==> src/rtl/strobe_dll_pkg.sv <==
// How it works
// RULE1 - Offer 0, 45, 90, 135 degree strobe shifts.
// RULE2 - Shifts are multiples of 45 degrees, common reference.
// RULE3 - Zero shift bypasses loop and strobe block; the code skips only the chain, and the postamble gate still applies.
// RULE4 - Comparator steps Gray counter toward phase lock.
// RULE5 - Wait 2560 or 512 cycles after reset.
// RULE6 - Reference at least 300 MHz, multiplied when slow.
// RULE7 - Doubled or quadrupled reference limits available shift.
// RULE8 - Shifted strobe drives bus and core route.
// RULE9 - Delay setting goes to strobe blocks and core.
// RULE10 - Each sub-bank uses exactly one clock tree.
// RULE11 - Each strobe pin has its own strobe block.
// RULE12 - Setting registers load only on update enable.
// RULE13 - Update enable from reference or user clock.
// RULE14 - Strobe chain has four loop-identical elements.
// RULE15 - First element uses setting or setting plus offset.
// RULE16 - Setting from either end loop or core.
// RULE17 - Core Gray setting applies to one to four elements.
// RULE18 - Postamble gate forces shifted strobe low.
// RULE19 - Delay settings carried in Gray code.
// RULE20 - Gating covers the postamble low interval.
// RULE21 - Gate opens half cycle late, closes at once.
// RULE22 - Counter resets mid-range; update every eight cycles.
// RULE23 - Lock asserts after wait, clears on reset.
package strobe_dll_pkg;

   // ----------------------------------------------------------------
   // Widths and constants
   // ----------------------------------------------------------------
   localparam int SET_W = 7;                      // Delay setting width.
   localparam int NUM_PINS = 4;                   // Strobe pins served by one loop.
   localparam int CHAIN_LEN = 4;                  // Elements per strobe chain.
   localparam logic [SET_W-1:0] MID_SETTING = 7'h40;  // Binary mid-range reset value.
   localparam logic [3:0] UPDATE_PERIOD = 4'h8;   // Reference cycles per update.
   localparam logic [11:0] LOCK_WAIT_LOW_JITTER = 12'hA00;  // 2560 cycles.
   localparam logic [11:0] LOCK_WAIT_NORMAL = 12'h200;      // 512 cycles.

   // Shift codes, in units of 45 degrees.
   localparam logic [1:0] SHIFT_0 = 2'h0;
   localparam logic [1:0] SHIFT_135 = 2'h3;

   // Reference multiplier modes.
   typedef enum logic [1:0] {
      REF_X1 = 2'h0,
      REF_X2 = 2'h1,
      REF_X4 = 2'h2
   } ref_mode_t;

   // Setting source selection.
   typedef enum logic [1:0] {
      SRC_LOOP_A = 2'h0,
      SRC_LOOP_B = 2'h1,
      SRC_CORE = 2'h2
   } set_src_t;

   // Binary to Gray conversion.
   function automatic logic [SET_W-1:0] to_gray(input logic [SET_W-1:0] b);
      to_gray = b ^ (b >> 1);
   endfunction

   // Gray to binary conversion.
   function automatic logic [SET_W-1:0] from_gray(input logic [SET_W-1:0] g);
      logic [SET_W-1:0] b;
      b = '0;
      b[SET_W-1] = g[SET_W-1];
      for (int i = SET_W - 2; i >= 0; i--) begin
         b[i] = b[i+1] ^ g[i];
      end
      from_gray = b;
   endfunction

endpackage

==> src/rtl/strobe_logic_block.sv <==
`timescale 1ns/1ps
`default_nettype none
// One strobe pin's logic: held settings, delay chain, postamble gate.
module strobe_logic_block (
   input wire logic pclk,
   input wire logic presetn,
   input wire logic update_en,
   input wire logic [strobe_dll_pkg::SET_W-1:0] setting_in,
   input wire logic [strobe_dll_pkg::SET_W-1:0] offset_in,
   input wire logic use_offset,
   input wire logic [2:0] chain_count,
   input wire logic [1:0] shift_sel,
   input wire logic strobe_in,
   input wire logic gate_req,
   output logic strobe_bus,
   output logic [strobe_dll_pkg::SET_W-1:0] first_elem_setting
);
   import strobe_dll_pkg::*;

   // ----------------------------------------------------------------
   // Held settings
   // ----------------------------------------------------------------
   logic [SET_W-1:0] held_setting;  // Gray setting seen by the chain.
   logic [SET_W-1:0] held_offset;   // Gray phase offset.
   logic [CHAIN_LEN:0] taps;        // Model of the chain as a strobe shift line.
   logic gate_half;                 // Gate captured on the falling edge.
   logic [SET_W-1:0] sum_bin;       // Setting plus offset, binary.
   logic [1:0] eff_shift;           // Shift after chain count limit.
   logic shifted;                   // Strobe after chosen tap.

   // Load only on update so that all elements move together.
   always_ff @(posedge pclk or negedge presetn) begin
      if (!presetn) begin
         held_setting <= '0;
         held_offset <= '0;
      end else if (update_en) begin  // RULE12
         held_setting <= setting_in;
         held_offset <= offset_in;
      end
   end

   // First element takes the setting, or the setting plus offset.
   // The sum wraps on purpose; the carry out of the setting width is dropped.
   assign sum_bin = SET_W'(from_gray(held_setting) + from_gray(held_offset));
   assign first_elem_setting = use_offset ? to_gray(sum_bin) : held_setting;  // RULE15

   // ----------------------------------------------------------------
   // Delay chain
   // ----------------------------------------------------------------
   // Four identical stages; each stands for one element of the chain.
   assign taps[0] = strobe_in;
   genvar k;
   generate
      for (k = 0; k < CHAIN_LEN; k++) begin : g_elem
         always_ff @(posedge pclk or negedge presetn) begin
            if (!presetn) begin
               taps[k+1] <= 1'b0;
            end else begin
               taps[k+1] <= taps[k];  // RULE14
            end
         end
      end
   endgenerate

   // The tap used never exceeds the number of enabled elements.
   assign eff_shift = ({1'b0, shift_sel} > chain_count) ? chain_count[1:0] : shift_sel;  // RULE17
   // Zero shift takes the raw pin and bypasses the chain.
   assign shifted = (eff_shift == SHIFT_0) ? strobe_in : taps[eff_shift];  // RULE3

   // ----------------------------------------------------------------
   // Postamble gate
   // ----------------------------------------------------------------
   // Opening is retimed on the falling edge; closing is not retimed.
   always_ff @(negedge pclk or negedge presetn) begin
      if (!presetn) begin
         gate_half <= 1'b0;
      end else begin
         gate_half <= gate_req;  // RULE21
      end
   end

   // AND of request and retimed request grounds the strobe in postamble.
   assign strobe_bus = shifted & gate_half & gate_req;  // RULE18 RULE20
endmodule
`default_nettype wire

==> src/rtl/strobe_dll_delay_control.sv <==
`timescale 1ns/1ps
`default_nettype none
// Loop, update enable, lock timer, APB registers and strobe blocks.
module strobe_dll_delay_control (
   input wire logic pclk,
   input wire logic presetn,
   input wire logic psel,
   input wire logic penable,
   input wire logic pwrite,
   input wire logic [11:0] paddr,
   input wire logic [31:0] pwdata,
   output logic [31:0] prdata,
   output logic pready,
   output logic pslverr,
   input wire logic loop_reset_pin,
   input wire logic user_clk_tick,
   input wire logic phase_up,
   input wire logic [strobe_dll_pkg::SET_W-1:0] far_setting,
   input wire logic [strobe_dll_pkg::SET_W-1:0] core_setting,
   input wire logic [strobe_dll_pkg::NUM_PINS-1:0] strobe_pin,
   input wire logic [strobe_dll_pkg::NUM_PINS-1:0] gate_req,
   output logic [strobe_dll_pkg::NUM_PINS-1:0] strobe_bus,
   output logic [strobe_dll_pkg::NUM_PINS-1:0] strobe_core,
   output logic [strobe_dll_pkg::SET_W-1:0] delay_setting,
   output logic update_en,
   output logic locked
);
   import strobe_dll_pkg::*;

   // ----------------------------------------------------------------
   // Register map
   // ----------------------------------------------------------------
   localparam logic [11:0] CTRL_ADDR = 12'h000;   // Control bits.
   localparam logic [11:0] SHIFT_ADDR = 12'h004;  // Per-pin shift codes.
   localparam logic [11:0] OFFS_ADDR = 12'h008;   // Phase offset.
   localparam logic [11:0] STAT_ADDR = 12'h00C;   // Status.

   logic soft_reset;        // Loop reset from software.
   logic low_jitter;        // Selects the long lock wait.
   logic user_update;       // Update enable follows user clock tick.
   logic use_offset;        // First element adds offset.
   ref_mode_t ref_mode;     // Reference multiplier.
   set_src_t set_src;       // Setting source for strobe chains.
   logic [2:0] chain_count; // Elements that take the setting, 1 to 4.
   logic [7:0] shift_sel;   // Two bits per pin.
   logic [SET_W-1:0] phase_offset;  // Gray phase offset.

   // ----------------------------------------------------------------
   // APB slave
   // ----------------------------------------------------------------
   wire wr_strobe = psel & penable & pwrite;
   wire rd_strobe = psel & penable & ~pwrite;
   wire addr_hit = (paddr == CTRL_ADDR) | (paddr == SHIFT_ADDR) |
                   (paddr == OFFS_ADDR) | (paddr == STAT_ADDR);
   assign pready = 1'b1;
   assign pslverr = psel & penable & ~addr_hit;

   // Control register writes; unmapped writes are dropped.
   always_ff @(posedge pclk or negedge presetn) begin
      if (!presetn) begin
         soft_reset <= 1'b0;
         low_jitter <= 1'b0;
         user_update <= 1'b0;
         use_offset <= 1'b0;
         ref_mode <= REF_X1;
         set_src <= SRC_LOOP_A;
         chain_count <= 3'h4;
      end else if (wr_strobe && paddr == CTRL_ADDR) begin
         soft_reset <= pwdata[0];
         low_jitter <= pwdata[1];
         user_update <= pwdata[2];  // RULE13
         use_offset <= pwdata[3];
         ref_mode <= ref_mode_t'(pwdata[5:4]);
         set_src <= set_src_t'(pwdata[7:6]);
         // Zero elements is not legal; it is held at one.
         chain_count <= (pwdata[10:8] == 3'h0) ? 3'h1 :
                        (pwdata[10:8] > 3'h4) ? 3'h4 : pwdata[10:8];  // RULE17
      end
   end

   // Shift limit per reference mode: doubled ref keeps 45 degrees
   // (the largest step under 67.5), quadrupled keeps zero (below 45).
   wire [1:0] shift_cap = (ref_mode == REF_X2) ? 2'h1 :
                          (ref_mode == REF_X4) ? 2'h0 : SHIFT_135;  // RULE7
   function automatic logic [1:0] clip(input logic [1:0] s, input logic [1:0] cap);
      clip = (s > cap) ? cap : s;
   endfunction

   // Shift and offset registers.
   always_ff @(posedge pclk or negedge presetn) begin
      if (!presetn) begin
         shift_sel <= '0;
         phase_offset <= '0;
      end else begin
         if (wr_strobe && paddr == SHIFT_ADDR) begin
            shift_sel <= pwdata[7:0];  // RULE1 RULE2
         end
         if (wr_strobe && paddr == OFFS_ADDR) begin
            phase_offset <= pwdata[SET_W-1:0];
         end
      end
   end

   // ----------------------------------------------------------------
   // Loop counter
   // ----------------------------------------------------------------
   wire loop_reset = soft_reset | loop_reset_pin;  // RULE5
   logic [SET_W-1:0] count_bin;  // Binary count behind the Gray output.
   wire [SET_W-1:0] next_count = phase_up ?
      ((count_bin == {SET_W{1'b1}}) ? count_bin : count_bin + 7'h01) :
      ((count_bin == '0) ? count_bin : count_bin - 7'h01);

   // Comparator direction steps the count every reference cycle.
   always_ff @(posedge pclk or negedge presetn) begin
      if (!presetn) begin
         count_bin <= MID_SETTING;
      end else if (loop_reset) begin
         count_bin <= MID_SETTING;  // RULE22
      end else begin
         count_bin <= next_count;  // RULE4
      end
   end

   // Gray output changes one bit per step.
   always_ff @(posedge pclk or negedge presetn) begin
      if (!presetn) begin
         delay_setting <= to_gray(MID_SETTING);
      end else begin
         delay_setting <= to_gray(loop_reset ? MID_SETTING : next_count);  // RULE19 RULE9
      end
   end

   // ----------------------------------------------------------------
   // Update enable
   // ----------------------------------------------------------------
   logic [3:0] upd_cnt;  // Reference cycles since last update.
   wire ref_tick = (upd_cnt == UPDATE_PERIOD - 4'h1);
   always_ff @(posedge pclk or negedge presetn) begin
      if (!presetn) begin
         upd_cnt <= '0;
      end else if (loop_reset || ref_tick) begin
         upd_cnt <= '0;
      end else begin
         upd_cnt <= upd_cnt + 4'h1;  // RULE22
      end
   end
   assign update_en = user_update ? user_clk_tick : ref_tick;  // RULE13

   // ----------------------------------------------------------------
   // Lock timer
   // ----------------------------------------------------------------
   logic [11:0] lock_cnt;  // Cycles since loop reset.
   wire [11:0] lock_target = low_jitter ? LOCK_WAIT_LOW_JITTER : LOCK_WAIT_NORMAL;
   always_ff @(posedge pclk or negedge presetn) begin
      if (!presetn) begin
         lock_cnt <= '0;
         locked <= 1'b0;
      end else if (loop_reset) begin
         lock_cnt <= '0;
         locked <= 1'b0;  // RULE23
      end else if (lock_cnt < lock_target) begin
         lock_cnt <= lock_cnt + 12'h001;
      end else begin
         locked <= 1'b1;  // RULE23 RULE5
      end
   end

   // ----------------------------------------------------------------
   // Setting source and strobe blocks
   // ----------------------------------------------------------------
   // Source of the chain setting: this loop, the far-end loop, or core.
   wire [SET_W-1:0] chain_setting = (set_src == SRC_LOOP_B) ? far_setting :
                                    (set_src == SRC_CORE) ? core_setting :
                                    delay_setting;  // RULE16

   // All pins of this sub-bank share one clock tree: pclk stands in
   // for the memory_phy_clock_tree here.
   genvar p;
   generate
      for (p = 0; p < NUM_PINS; p++) begin : g_pin
         strobe_logic_block u_blk (  // RULE11 RULE10
            .pclk(pclk),
            .presetn(presetn),
            .update_en(update_en),
            .setting_in(chain_setting),
            .offset_in(phase_offset),
            .use_offset(use_offset),
            .chain_count(chain_count),
            .shift_sel(clip(shift_sel[2*p+1:2*p], shift_cap)),
            .strobe_in(strobe_pin[p]),
            .gate_req(gate_req[p]),
            .strobe_bus(strobe_bus[p]),
            .first_elem_setting()
         );
      end
   endgenerate
   assign strobe_core = strobe_bus;  // RULE8

   // ----------------------------------------------------------------
   // Read mux
   // ----------------------------------------------------------------
   wire [31:0] ctrl_word = {21'h0, chain_count, set_src, ref_mode, use_offset,
                            user_update, low_jitter, soft_reset};
   wire [31:0] stat_word = {8'h0, lock_cnt, 4'h0, locked, delay_setting};
   always_ff @(posedge pclk or negedge presetn) begin
      if (!presetn) begin
         prdata <= '0;
      end else if (psel && !penable && !pwrite) begin
         prdata <= (paddr == CTRL_ADDR) ? ctrl_word :
                   (paddr == SHIFT_ADDR) ? {24'h0, shift_sel} :
                   (paddr == OFFS_ADDR) ? {25'h0, phase_offset} :
                   (paddr == STAT_ADDR) ? stat_word : 32'h0;
      end
   end
endmodule
`default_nettype wire

==> config.mk <==
export PLATFORM = sky130hd
export DESIGN_NAME = strobe_dll_delay_control
export DESIGN_NICKNAME = d
export VERILOG_FILES = /design/src/rtl/strobe_dll_pkg.sv /design/src/rtl/strobe_logic_block.sv /design/src/rtl/strobe_dll_delay_control.sv
export SDC_FILE = /design/constraint.sdc
export NUM_CORES = 1
export LEC_CHECK = 0
export BUFFER_PORTS_ARGS = -buffer_cell sky130_fd_sc_hd__buf_2
export CAP_MARGIN = 5
export CORE_AREA = 10 10 113 115
export CTS_CLUSTER_SIZE = 12
export DETAILED_ROUTE_END_ITERATION = 8
export DIE_AREA = 0 0 123 125
export PLACE_DENSITY = 0.74
export SLEW_MARGIN = 10
export SYNTH_ARGS = -nofsm -noshare
export SYNTH_HDL_FRONTEND = slang
export SYNTH_SLANG_ARGS = --single-unit
==> constraint.sdc <==
create_clock -name pclk -period 8.69 [get_ports pclk]
set_input_delay 0.869 -clock pclk [delete_from_list [all_inputs] [get_ports pclk]]
set_output_delay 0.869 -clock pclk [all_outputs]
set_load 0.02 [all_outputs]
== Word level (Yosys, flattened, before mapping) ==
Index checks and enable logic that the tools add are counted.
Operators by class
  add/subtract/negate cells: 4
  magnitude comparators: 14
  eq/ne operators: 8
  mux-type cells: 39
  bitwise logic cells: 17
  reduce and logical (&&, ||, !) cells: 16
Operators by type and width (count)
  $mux W24: 4
  $mux W12: 3
  $mux W7: 4
  $eq A12 B4 Y1 const B: 2
  $mux W2: 10
  $lt A2 B4 Y1 const B: 4
  $add A12 B1 Y12 const B: 1
  $eq A12 B3 Y1 const B: 1
  $gt A2 B3 Y1: 4
  $logic_not A12 Y1: 1
  $lt A12 B12 Y1: 1
  $and A1 B1 Y1: 11
  $mux W1: 11
  $bmux W1 S2: 4
  $gt A2 B2 Y1: 4
  $logic_not A2 Y1: 4
  $add A7 B1 Y7 const B: 1
  $eq A7 B7 Y1 const B: 1
  $logic_not A7 Y1: 1
  $sub A7 B1 Y7 const B: 1
  $xor A7 B6 Y7: 1
  $mux W3: 2
  $logic_and A1 B1 Y1: 5
  $add A4 B1 Y4 const B: 1
  12 further kinds: 16
Storage, ports and cells
  flip-flop bits (word level): 105
  input bits: 74
  output and inout port bits: 51
  word-level logic and storage cells: 129

== Logic depth before layout (Yosys ltp) ==
Gate-level depths: netlist of the first run.
  depth in word-level cells: 12
  mapped depth: 15
  depth with buffers taken out: 14

== Modules after synthesis ==
A second synthesis of the first run with hierarchy kept.
Unflattened totals
  cells, all modules: 889
  area total of the unflattened synthesis: 9718.1 um^2
By module, submodules not included
  strobe_dll_delay_control: times used 1, cells each 420, area an instance 4455.5 um^2, seq. area each 1980.6 um^2
  strobe_logic_block at g_pin[0].u_blk ...: times used 3, cells each 117, area an instance 1315.0 um^2, seq. area each 450.4 um^2
  strobe_logic_block at g_pin[3].u_blk: times used 1, cells each 118, area an instance 1317.5 um^2, seq. area each 450.4 um^2

==> results of run 1 <==
layer usage:
layer / global-route usage, % / up-vias / share of wire (%)
li1: - / 1779 / -
met1: 18.2 / 1816 / 41
met2: 25.9 / 71 / 51
met3: 4.28 / 16 / 5.7
met4: 5.55 / 2 / 2.0
met5: 0 / - / 0.060
critical path: stages (launching register included):
cell	delay [ns]
dfrtn_1	0.39
nand2_1	0.04
a2111oi_0	0.40
buf_2	0.26
power by group through the flow:
| stage | logic (mW) | registers (mW) | clock network, mW |
|---|---|---|---|
| 2_1_floorplan | 0.0846 | 0.494 | 0 |
| 3_3_place_gp | 0.128 | 0.493 | 0 |
| 3_5_place_dp | 0.131 | 0.494 | 0 |
| 4_1_cts | 0.131 | 0.486 | 0.317 |
| 5_1_grt | 0.143 | 0.489 | 0.342 |
| 6_report | 0.130 | 0.486 | 0.313 |
through the flow:
stage	setup slack [ns]	std cells	hold slack (ns)
2_1_floorplan	2.48	473	0.353
3_3_place_gp	2.39	658	0.367
3_5_place_dp	2.36	658	0.367
4_1_cts	1.98	674	0.391
5_1_grt	1.86	674	0.403
6_report	2.02	674	0.389
state kept, by name, indices dropped and copies added, names as in the netlist, 3 cells and up:
signal and cells:
chain_count 3, count_bin 7, delay_setting 6, g_pin.u_blk.gate_half 4, g_pin.u_blk.taps 12, lock_cnt 12, phase_offset 7, prdata 23
shift_sel 8, upd_cnt 4
path summary, 6_finish.rpt:
kind,start,endpoint,slack [ns],depth (start not counted)
max reg2reg,count_bin[0],delay_setting[2],6.25,7
min,g_pin[0].u_blk.taps[1],g_pin[0].u_blk.taps[2],0.39,0
max,g_pin[0].u_blk.gate_half,strobe_bus[0],2.02,3
min in group asynchronous,presetn,g_pin[2].u_blk.taps[1],0.40,1
min reg2reg,g_pin[0].u_blk.taps[1],g_pin[0].u_blk.taps[2],0.39,0
max in group asynchronous,presetn,g_pin[2].u_blk.gate_half,3.72,1
cell usage in the layout (no fill, tap or decap), types with 8 or more instances in the layout:
| cell type | Yosys | routed |
|---|---|---|
| a21oi_1 | 18 | 18 |
| a22o_1 | 12 | 12 |
| buf_2 | 1 | 78 |
| clkbuf_8 | 0 | 10 |
| conb_1 | 2 | 10 |
| dfrtp_1 | 88 | 88 |
| ha_1 | 27 | 27 |
| inv_1 | 18 | 18 |
| mux2_1 | 17 | 17 |
| mux2_2 | 9 | 9 |
| mux2_4 | 8 | 8 |
| mux2i_1 | 15 | 15 |
| nand2_1 | 36 | 36 |
| nand4_1 | 15 | 15 |
| nor2_1 | 27 | 27 |
| nor2b_1 | 8 | 8 |
| o21ai_0 | 22 | 22 |
| or3_1 | 8 | 8 |
| xnor2_1 | 8 | 8 |
Yosys cell counts (2+ instances only):
cell type  instances
a21oi_1           18
o21a_1             2
nor3b_4            2
nor4_4             2
clkbuf_1          16
ha_1              27
o21ai_1            5
nand2b_1           3
buf_4             19
mux2i_1           15
nor3_1             7
o2111ai_1          3
mux4_2             7
mux2_2             9
inv_1             18
and3_1             5
nor3b_1            2
nand3_1            5
conb_1             2
nor2b_1            8
or2_2              3
o211ai_1           4
dfstp_2            3
nor2_1            27
xnor2_1            8
dfrtn_1            4
a211oi_1           3
o21ai_0           22
nand2_1           36
a22o_1            12
a31oi_1            3
or3_1              8
xor2_1             7
mux2_4             8
mux2_1            17
dfrtp_1           88
nand4_1           15
cell families after synthesis:
group	Yosys count	share of synthesized area (%)
simple gates	131	14.1
flops	95	46.4
compound gates	84	10.6
mux	56	14.1
buf+inv	55	5.44
fa+ha+maj	27	6.59
xor+xnor	15	2.56
other cells	2	0.146
cell type report:
cell class / instances / area [sq um]
Clock buffer: 10 / 138
Clock inverter: 6 / 73.8
Fill cell: 873 / 4850
Inverter: 18 / 67.6
Multi-Input combinational cell: 323 / 2500
Sequential cell: 95 / 2380
Tap cell: 140 / 175
Timing Repair Buffer: 82 / 420
==> results.toml, run 1 <==
[status]
outcome = "finished, final reports clean"

[logic_synthesis]
yosysWarnings = 0
avgSynthCellArea_sq_um = 11.0
syn_area_sq_um = 5130
syn_inst = 465
synth_top_cell_by_area = "dfrtp_1"
yosysSeqAreaShare_pct = 46.4
synth_area_leaders = "dfrtp_1, ha_1, mux2_1"
synthArstFlopShare_pct = 100
synth_top_area_share_pct = 42.9
synth_edf_count = 0
ys.flop_type = "dfrtp_1"
yosys_register_bits = 95
synth.distinct_cells = 59

[power]
p_leak_nw = 2.82
p_sw_mw = 0.271
p_int_mw = 0.658
p_seq_share_pct = 52.3
comb_power_share_pct = 14.0
p_per_area_nw_per_um2 = 161
ir_drop_v = 0.0000687
power_frac_clock_pct = 33.7
report.power.total_mw = 0.929
power.share.switching_pct = 29.2

[cts]
numCtsBuffers = 9
cts.root.buffer_cell = "clkbuf_8"
post_cts_buffers = 0
htree_levels = 3
ctsResizeCount = 0
clk_latency_ns = 0.39
hold_buffers = 0
path_clk_slew_ns = 0.09
numClockSinks = 95
cts_tree = "built"
cts_buffer_depth = 2

[floorplanning]
ioPinCount = 125
die_area_sq_um = 15400
die_height_um = 125
fp.coreArea_sq_um = 10600
start_util_pct = 48.4
die_x_um = 123
rows = 38

[worst_setup_path]
crit_type = "register to primary output"
crit_fanout = 2
worstPathArrival_ns = 5.80
critPathCaptureType = "primary output"
required_ns = 7.82
cp-start-kind = "register"

[layout]
nNetsFinal = 630
area_growth_pct = 12.2
antenna_cells = 0
drive_above_1_share_pct = 25.3
final_cell_area_sq_um = 5750
fin_util_pct = 54.3

[timing]
maxSlewViolCount = 0
fin_worst_skew_ns = 0.0159
tightest_slew_ns = 1.07
setup_viol_count_final = 0
slew-limit-headroom_pct = 28.8
hold_violations = 0
grt_setup_unrepaired = "false"
finalSetupTns_ns = 0

[grt]
grt_pass1_vias = 3710
antenna_found_initial = 2
grt_pass1_wl_mm = 19.0
grt-ovfl-total = 0
grt_max_degree = 67
grt_usage_pct = 15.4

[min_path]
hp-class = "register to register"

[drt]
drtAntennaViolNets = 0
dr.pass1.iters = 4
via_count = 3684
wirelength_mm = 11.7
drc_errors = 0
wire_per_inst_um = 17.4
via_per_inst = 5.47
drt_iter0_drc = 265

[placement]
detailedPlacementHpwl_mm = 8.78
portBuffers = 79
gp_congestion = 0.795
placed_cell_area_sq_um = 5540

[flow_run]
maxCapViolCount = 0
Power figures use the tool's default switching activity.
==> run 2, diff against run 1 <==
- ABC_AREA: not set -> 1
- CORE_AREA: 10 10 113 115 -> 10 10 117 119
- DIE_AREA: 0 0 123 125 -> 0 0 127 129
- PLACE_DENSITY: 0.74 -> 0.73
- clock period: 8.69 -> 6.2 ns (I/O delays scaled with it)
==> results.toml, run 2 <==
[layout]
drive_above_1_share_pct = 15.3
antenna_cells = 0
fin_util_pct = 55.0
fillerInstances = 1061
final_common_cell = "nand2_1"
largest_reg_flops = 23
area_growth_pct = 12.5
top_register = "prdata"
top_regs = "prdata (23), g_pin.u_blk.taps (12), lock_cnt (12)"
multiInputGateArea_sq_um = 2570
seqCellArea_sq_um = 2380
final_cell_mix = "nand2_1, inv_1, dfrtp_1, nand3_1, buf_2"
nNetsFinal = 886

[cts]
htree_levels = 3
cts_tree = "built"
cts.root.buffer_cell = "clkbuf_16"
hold_buffers = 0
clk_latency_ns = 0.35
cts_buffer_depth = 2
numCtsBuffers = 9
ctsResizeCount = 0
numClockSinks = 95
path_clk_slew_ns = 0.06
post_cts_buffers = 0

[logic_synthesis]
post-synth-top-count-cell = "nand2_1"
ys.flop_type = "dfrtp_1"
yosys_register_bits = 95
synth_top_area_share_pct = 39.8
synth.distinct_cells = 31
yosysWarnings = 0
synth_common_cells = "nand2_1, inv_1, dfrtp_1, nand3_1, o21ai_0"
synth_top_cell_by_area = "dfrtp_1"
yosysSeqAreaShare_pct = 43.0
avgSynthCellArea_sq_um = 7.71
syn_inst = 718
synth_edf_count = 0
synth_area_leaders = "dfrtp_1, nand2_1, nand3_1"
syn_area_sq_um = 5540
synthArstFlopShare_pct = 100

[drt]
wire_per_inst_um = 14.9
drtAntennaViolNets = 0
wirelength_mm = 13.9
via_per_inst = 5.30
dr.pass1.iters = 5
drt_iter0_drc = 327
via_count = 4948
drc_errors = 0

[placement]
detailedPlacementHpwl_mm = 10.3
portBuffers = 79
gp_congestion = 0.843

[power]
power_frac_clock_pct = 39.4
p_seq_share_pct = 48.7
p_int_mw = 0.989
comb_power_share_pct = 11.9
power.share.switching_pct = 27.6
p_leak_nw = 3.41
ir_drop_v = 0.000234
p_sw_mw = 0.376
p_per_area_nw_per_um2 = 219

[grt]
grt-ovfl-total = 0
grt_usage_pct = 17.3
grt_max_degree = 61
antenna_found_initial = 0
grt_pass1_vias = 4894
grt_pass1_wl_mm = 23.6

[timing]
grt_setup_unrepaired = "false"
setup_viol_count_final = 0
hold_violations = 0
finalSetupTns_ns = 0
fin_worst_skew_ns = 0.00630
hold_ws_ns = 0.219
slew-limit-headroom_pct = 34.5
tightest_slew_ns = 0.981
maxSlewViolCount = 0

[worst_setup_path]
crit_type = "register to primary output"
cp-start-kind = "register"
critPathCaptureType = "primary output"
crit_fanout = 2
required_ns = 5.58
worstPathArrival_ns = 4.31

[min_path]
hp-class = "input port to asynchronous set/reset pin"

[floorplanning]
rows = 39
die_x_um = 127
die_height_um = 129
start_util_pct = 48.9
die_area_sq_um = 16400
ioPinCount = 125
fp.coreArea_sq_um = 11300

[flow_run]
maxCapViolCount = 0

[status]
outcome = "finished, final reports clean"
-- run 2: layout make-up --
class	count	share of cell area (%)
clock buffer	12	4.12
clock inverter	4	0.462
timing repair buffer	81	6.63
multi-input combinational	491	41.2
tap	143	2.87
inverter	107	6.45
sequential	95	38.2
-- run 2: metal layers --
layer  global-route usage (%)  part of all wire [%]
met5                        0                     0
met4                     6.03                   1.5
met3                     5.50                   8.2
met2                     27.3                    46
met1                     22.1                    45
-- run 2: path summary, 6_finish.rpt --
path	start	end	slack, ns	cells after the start
min in group pclk	g_pin[2].u_blk.taps[2]	g_pin[2].u_blk.taps[3]	0.38	0
max	g_pin[2].u_blk.gate_half	strobe_bus[2]	1.27	5
max reg2reg	count_bin[0]	delay_setting[2]	4.17	9
min reg2reg	g_pin[2].u_blk.taps[2]	g_pin[2].u_blk.taps[3]	0.38	0
max in group asynchronous	presetn	g_pin[0].u_blk.gate_half	2.64	1
min	presetn	lock_cnt[5]	0.22	1
-- run 2: stage by stage --
step	area [sq um]	power, mW	std cells	worst slack [ns]
CTS	6230	1.38	933	1.26
floorplan	5570	0.779	726	1.70
finish	6230	1.37	933	1.27
detailed placement	5940	0.838	917	1.64
global route	6230	1.43	933	1.18
global placement	5940	0.832	917	1.66
-- run 2: power groups by stage --
stage,Combinational [mW],Clock [mW],Sequential [mW]
2_1_floorplan,0.100,0,0.678
3_3_place_gp,0.157,0,0.675
3_5_place_dp,0.162,0,0.676
4_1_cts,0.164,0.549,0.664
5_1_grt,0.184,0.575,0.668
6_report,0.163,0.538,0.665
-- run 2: worst max-delay path: stages, from the launching register on --
cell and delay (ns):
dfrtn_1 0.38, nand2_1 0.04, inv_1 0.04, nand2_1 0.04
a21oi_1 0.15, buf_2 0.20
-- run 2: cells by family after synthesis --
| family | after synthesis | share of synthesized area, % |
|---|---|---|
| AND/OR/NAND/NOR | 351 | 28.6 |
| buffers and inverters | 140 | 11.2 |
| AO/OA/AOI/OAI | 97 | 9.99 |
| flip-flops | 95 | 43.0 |
| adder cells (fa/ha/maj) | 27 | 6.10 |
| XOR/XNOR | 6 | 0.949 |
| other | 2 | 0.136 |
==> run 3, diff against run 2 <==
- clock period: 6.2 -> 4.72 ns (I/O delays scaled with it)
==> results.toml, run 3 (synthesis gave the netlist of run 2 again) <==
[status]
outcome = "finished, final reports clean"

[power]
power_frac_clock_pct = 39.5
power.share.switching_pct = 28.2
p_per_area_nw_per_um2 = 287
p_int_mw = 1.29
comb_power_share_pct = 11.8
report.power.total_mw = 1.79
p_sw_mw = 0.504
p_seq_share_pct = 48.7
ir_drop_v = 0.000168
p_leak_nw = 3.41

[grt]
grt_pass1_wl_mm = 23.0
grt_max_degree = 80
grt-ovfl-total = 0
antenna_found_initial = 0
grt_usage_pct = 17.0
grt_pass1_vias = 4787

[floorplanning]
ioPinCount = 125
rows = 39
die_height_um = 129
die_area_sq_um = 16400
fp.coreArea_sq_um = 11300
die_x_um = 127
start_util_pct = 48.9

[worst_setup_path]
crit_type = "register to primary output"
cp-start-kind = "register"
worstPathArrival_ns = 3.58
crit_fanout = 2
r2r_start = "soft_reset"
r2r_end = "lock_cnt[10]"
required_ns = 4.25
critPathCaptureType = "primary output"
reg2reg_slack_ns = 2.74
reg2regPathDepth = 4

[drt]
wire_per_inst_um = 14.6
wirelength_mm = 13.6
dr.pass1.iters = 5
via_per_inst = 5.25
drc_errors = 0
drtAntennaViolNets = 0
drt_iter0_drc = 354
via_count = 4900

[layout]
antenna_cells = 0
layout.cells.non_filler = 934
nNetsFinal = 887
fillerInstances = 1069
largest_reg_flops = 23
final_common_cell = "nand2_1"
drive_above_1_share_pct = 15.4
area_growth_pct = 12.6
top_regs = "prdata (23), g_pin.u_blk.taps (12), lock_cnt (12)"
top_register = "prdata"
fin_util_pct = 55.1
final_cell_mix = "nand2_1, inv_1, dfrtp_1, nand3_1, buf_2"

[timing]
hold_violations = 0
setup_viol_count_final = 0
grt_setup_unrepaired = "false"
fin_worst_skew_ns = 0.00740
tightest_slew_ns = 0.998
slew-limit-headroom_pct = 33.4
maxSlewViolCount = 0
finalSetupTns_ns = 0

[min_path]
min_path_cells = 1
hp-class = "input port to register"
min_to = "g_pin[1].u_blk.taps[1]"
hold_start = "strobe_pin[1]"

[placement]
detailedPlacementHpwl_mm = 10.2
gp_congestion = 0.833
place_inst = 917
portBuffers = 79

[cts]
cts_buffer_depth = 2
path_clk_slew_ns = 0.07
ctsResizeCount = 0
cts_tree = "built"
numCtsBuffers = 9
htree_levels = 3
clk_latency_ns = 0.35
cts.root.buffer_cell = "clkbuf_16"
post_cts_buffers = 0
hold_buffers = 1
numClockSinks = 95

[flow_run]
maxCapViolCount = 0
==> run 3: changes by cell type in the layout (fill, tap and decap cells not counted), sizes merged <==
cell	previous run	this run
clkbuf	12	10
clkinv	1	2
clkinvlp	2	3
dlygate4sd3	0	1
==> run 3: worst max-delay path by stage <==
stage	to	cells past startpoint	start	slack (ns)
2_1_floorplan	strobe_bus[0]	5	g_pin[0].u_blk.gate_half	1.11
5_1_grt	strobe_core[2]	18	ref_mode[0]	0.54
3_3_place_gp	strobe_core[3]	5	g_pin[3].u_blk.gate_half	1.06
4_1_cts	strobe_core[1]	5	g_pin[1].u_blk.gate_half	0.65
6_report	strobe_bus[1]	5	g_pin[1].u_blk.gate_half	0.67
3_5_place_dp	strobe_core[1]	5	g_pin[1].u_blk.gate_half	1.03
==> run 3: routing by layer <==
metal | wire length (um) | vias up | global-route usage (%)
met5 | 0 | - | 0
met4 | 205 | 0 | 5.02
met3 | 964 | 16 | 4.97
met2 | 6210 | 153 | 27.0
met1 | 6260 | 2291 | 21.9
li1 | - | 2440 | -
==> run 3: power groups by stage <==
stage | combinational (mW) | sequential, mW | clock [mW]
after floorplan | 0.132 | 0.891 | 0
after global placement | 0.206 | 0.886 | 0
after detailed placement | 0.212 | 0.887 | 0
after CTS | 0.213 | 0.871 | 0.718
after global routing | 0.241 | 0.875 | 0.756
final | 0.211 | 0.871 | 0.707
==> run 3: final cells by class <==
cell class / instances / area (sq um) / share of cell area [%]
flip-flops and latches: 95 / 2380 / 38.2
well taps: 143 / 179 / 2.87
multi-input cells: 491 / 2570 / 41.2
repair buffers: 82 / 423 / 6.78
inverters: 107 / 402 / 6.44
clock buffers: 10 / 239 / 3.83
clock inverters: 6 / 45.0 / 0.722
==> run 3: critical path: stages, from the launching register on <==
cell,delay [ns]
dfrtn_1,0.40
nand2_1,0.05
inv_1,0.04
nand2_1,0.04
a21oi_1,0.14
buf_2,0.19
==> run 3: per-stage QoR <==
stage | hold slack [ns] | instance area [sq um] | setup slack (ns)
final | 0.239 | 6240 | 0.667
after global routing | 0.231 | 6240 | 0.541
after CTS | 0.231 | 6240 | 0.649
after detailed placement | 0.357 | 5940 | 1.03
after global placement | 0.351 | 5940 | 1.06
after floorplan | 0.176 | 5570 | 1.11
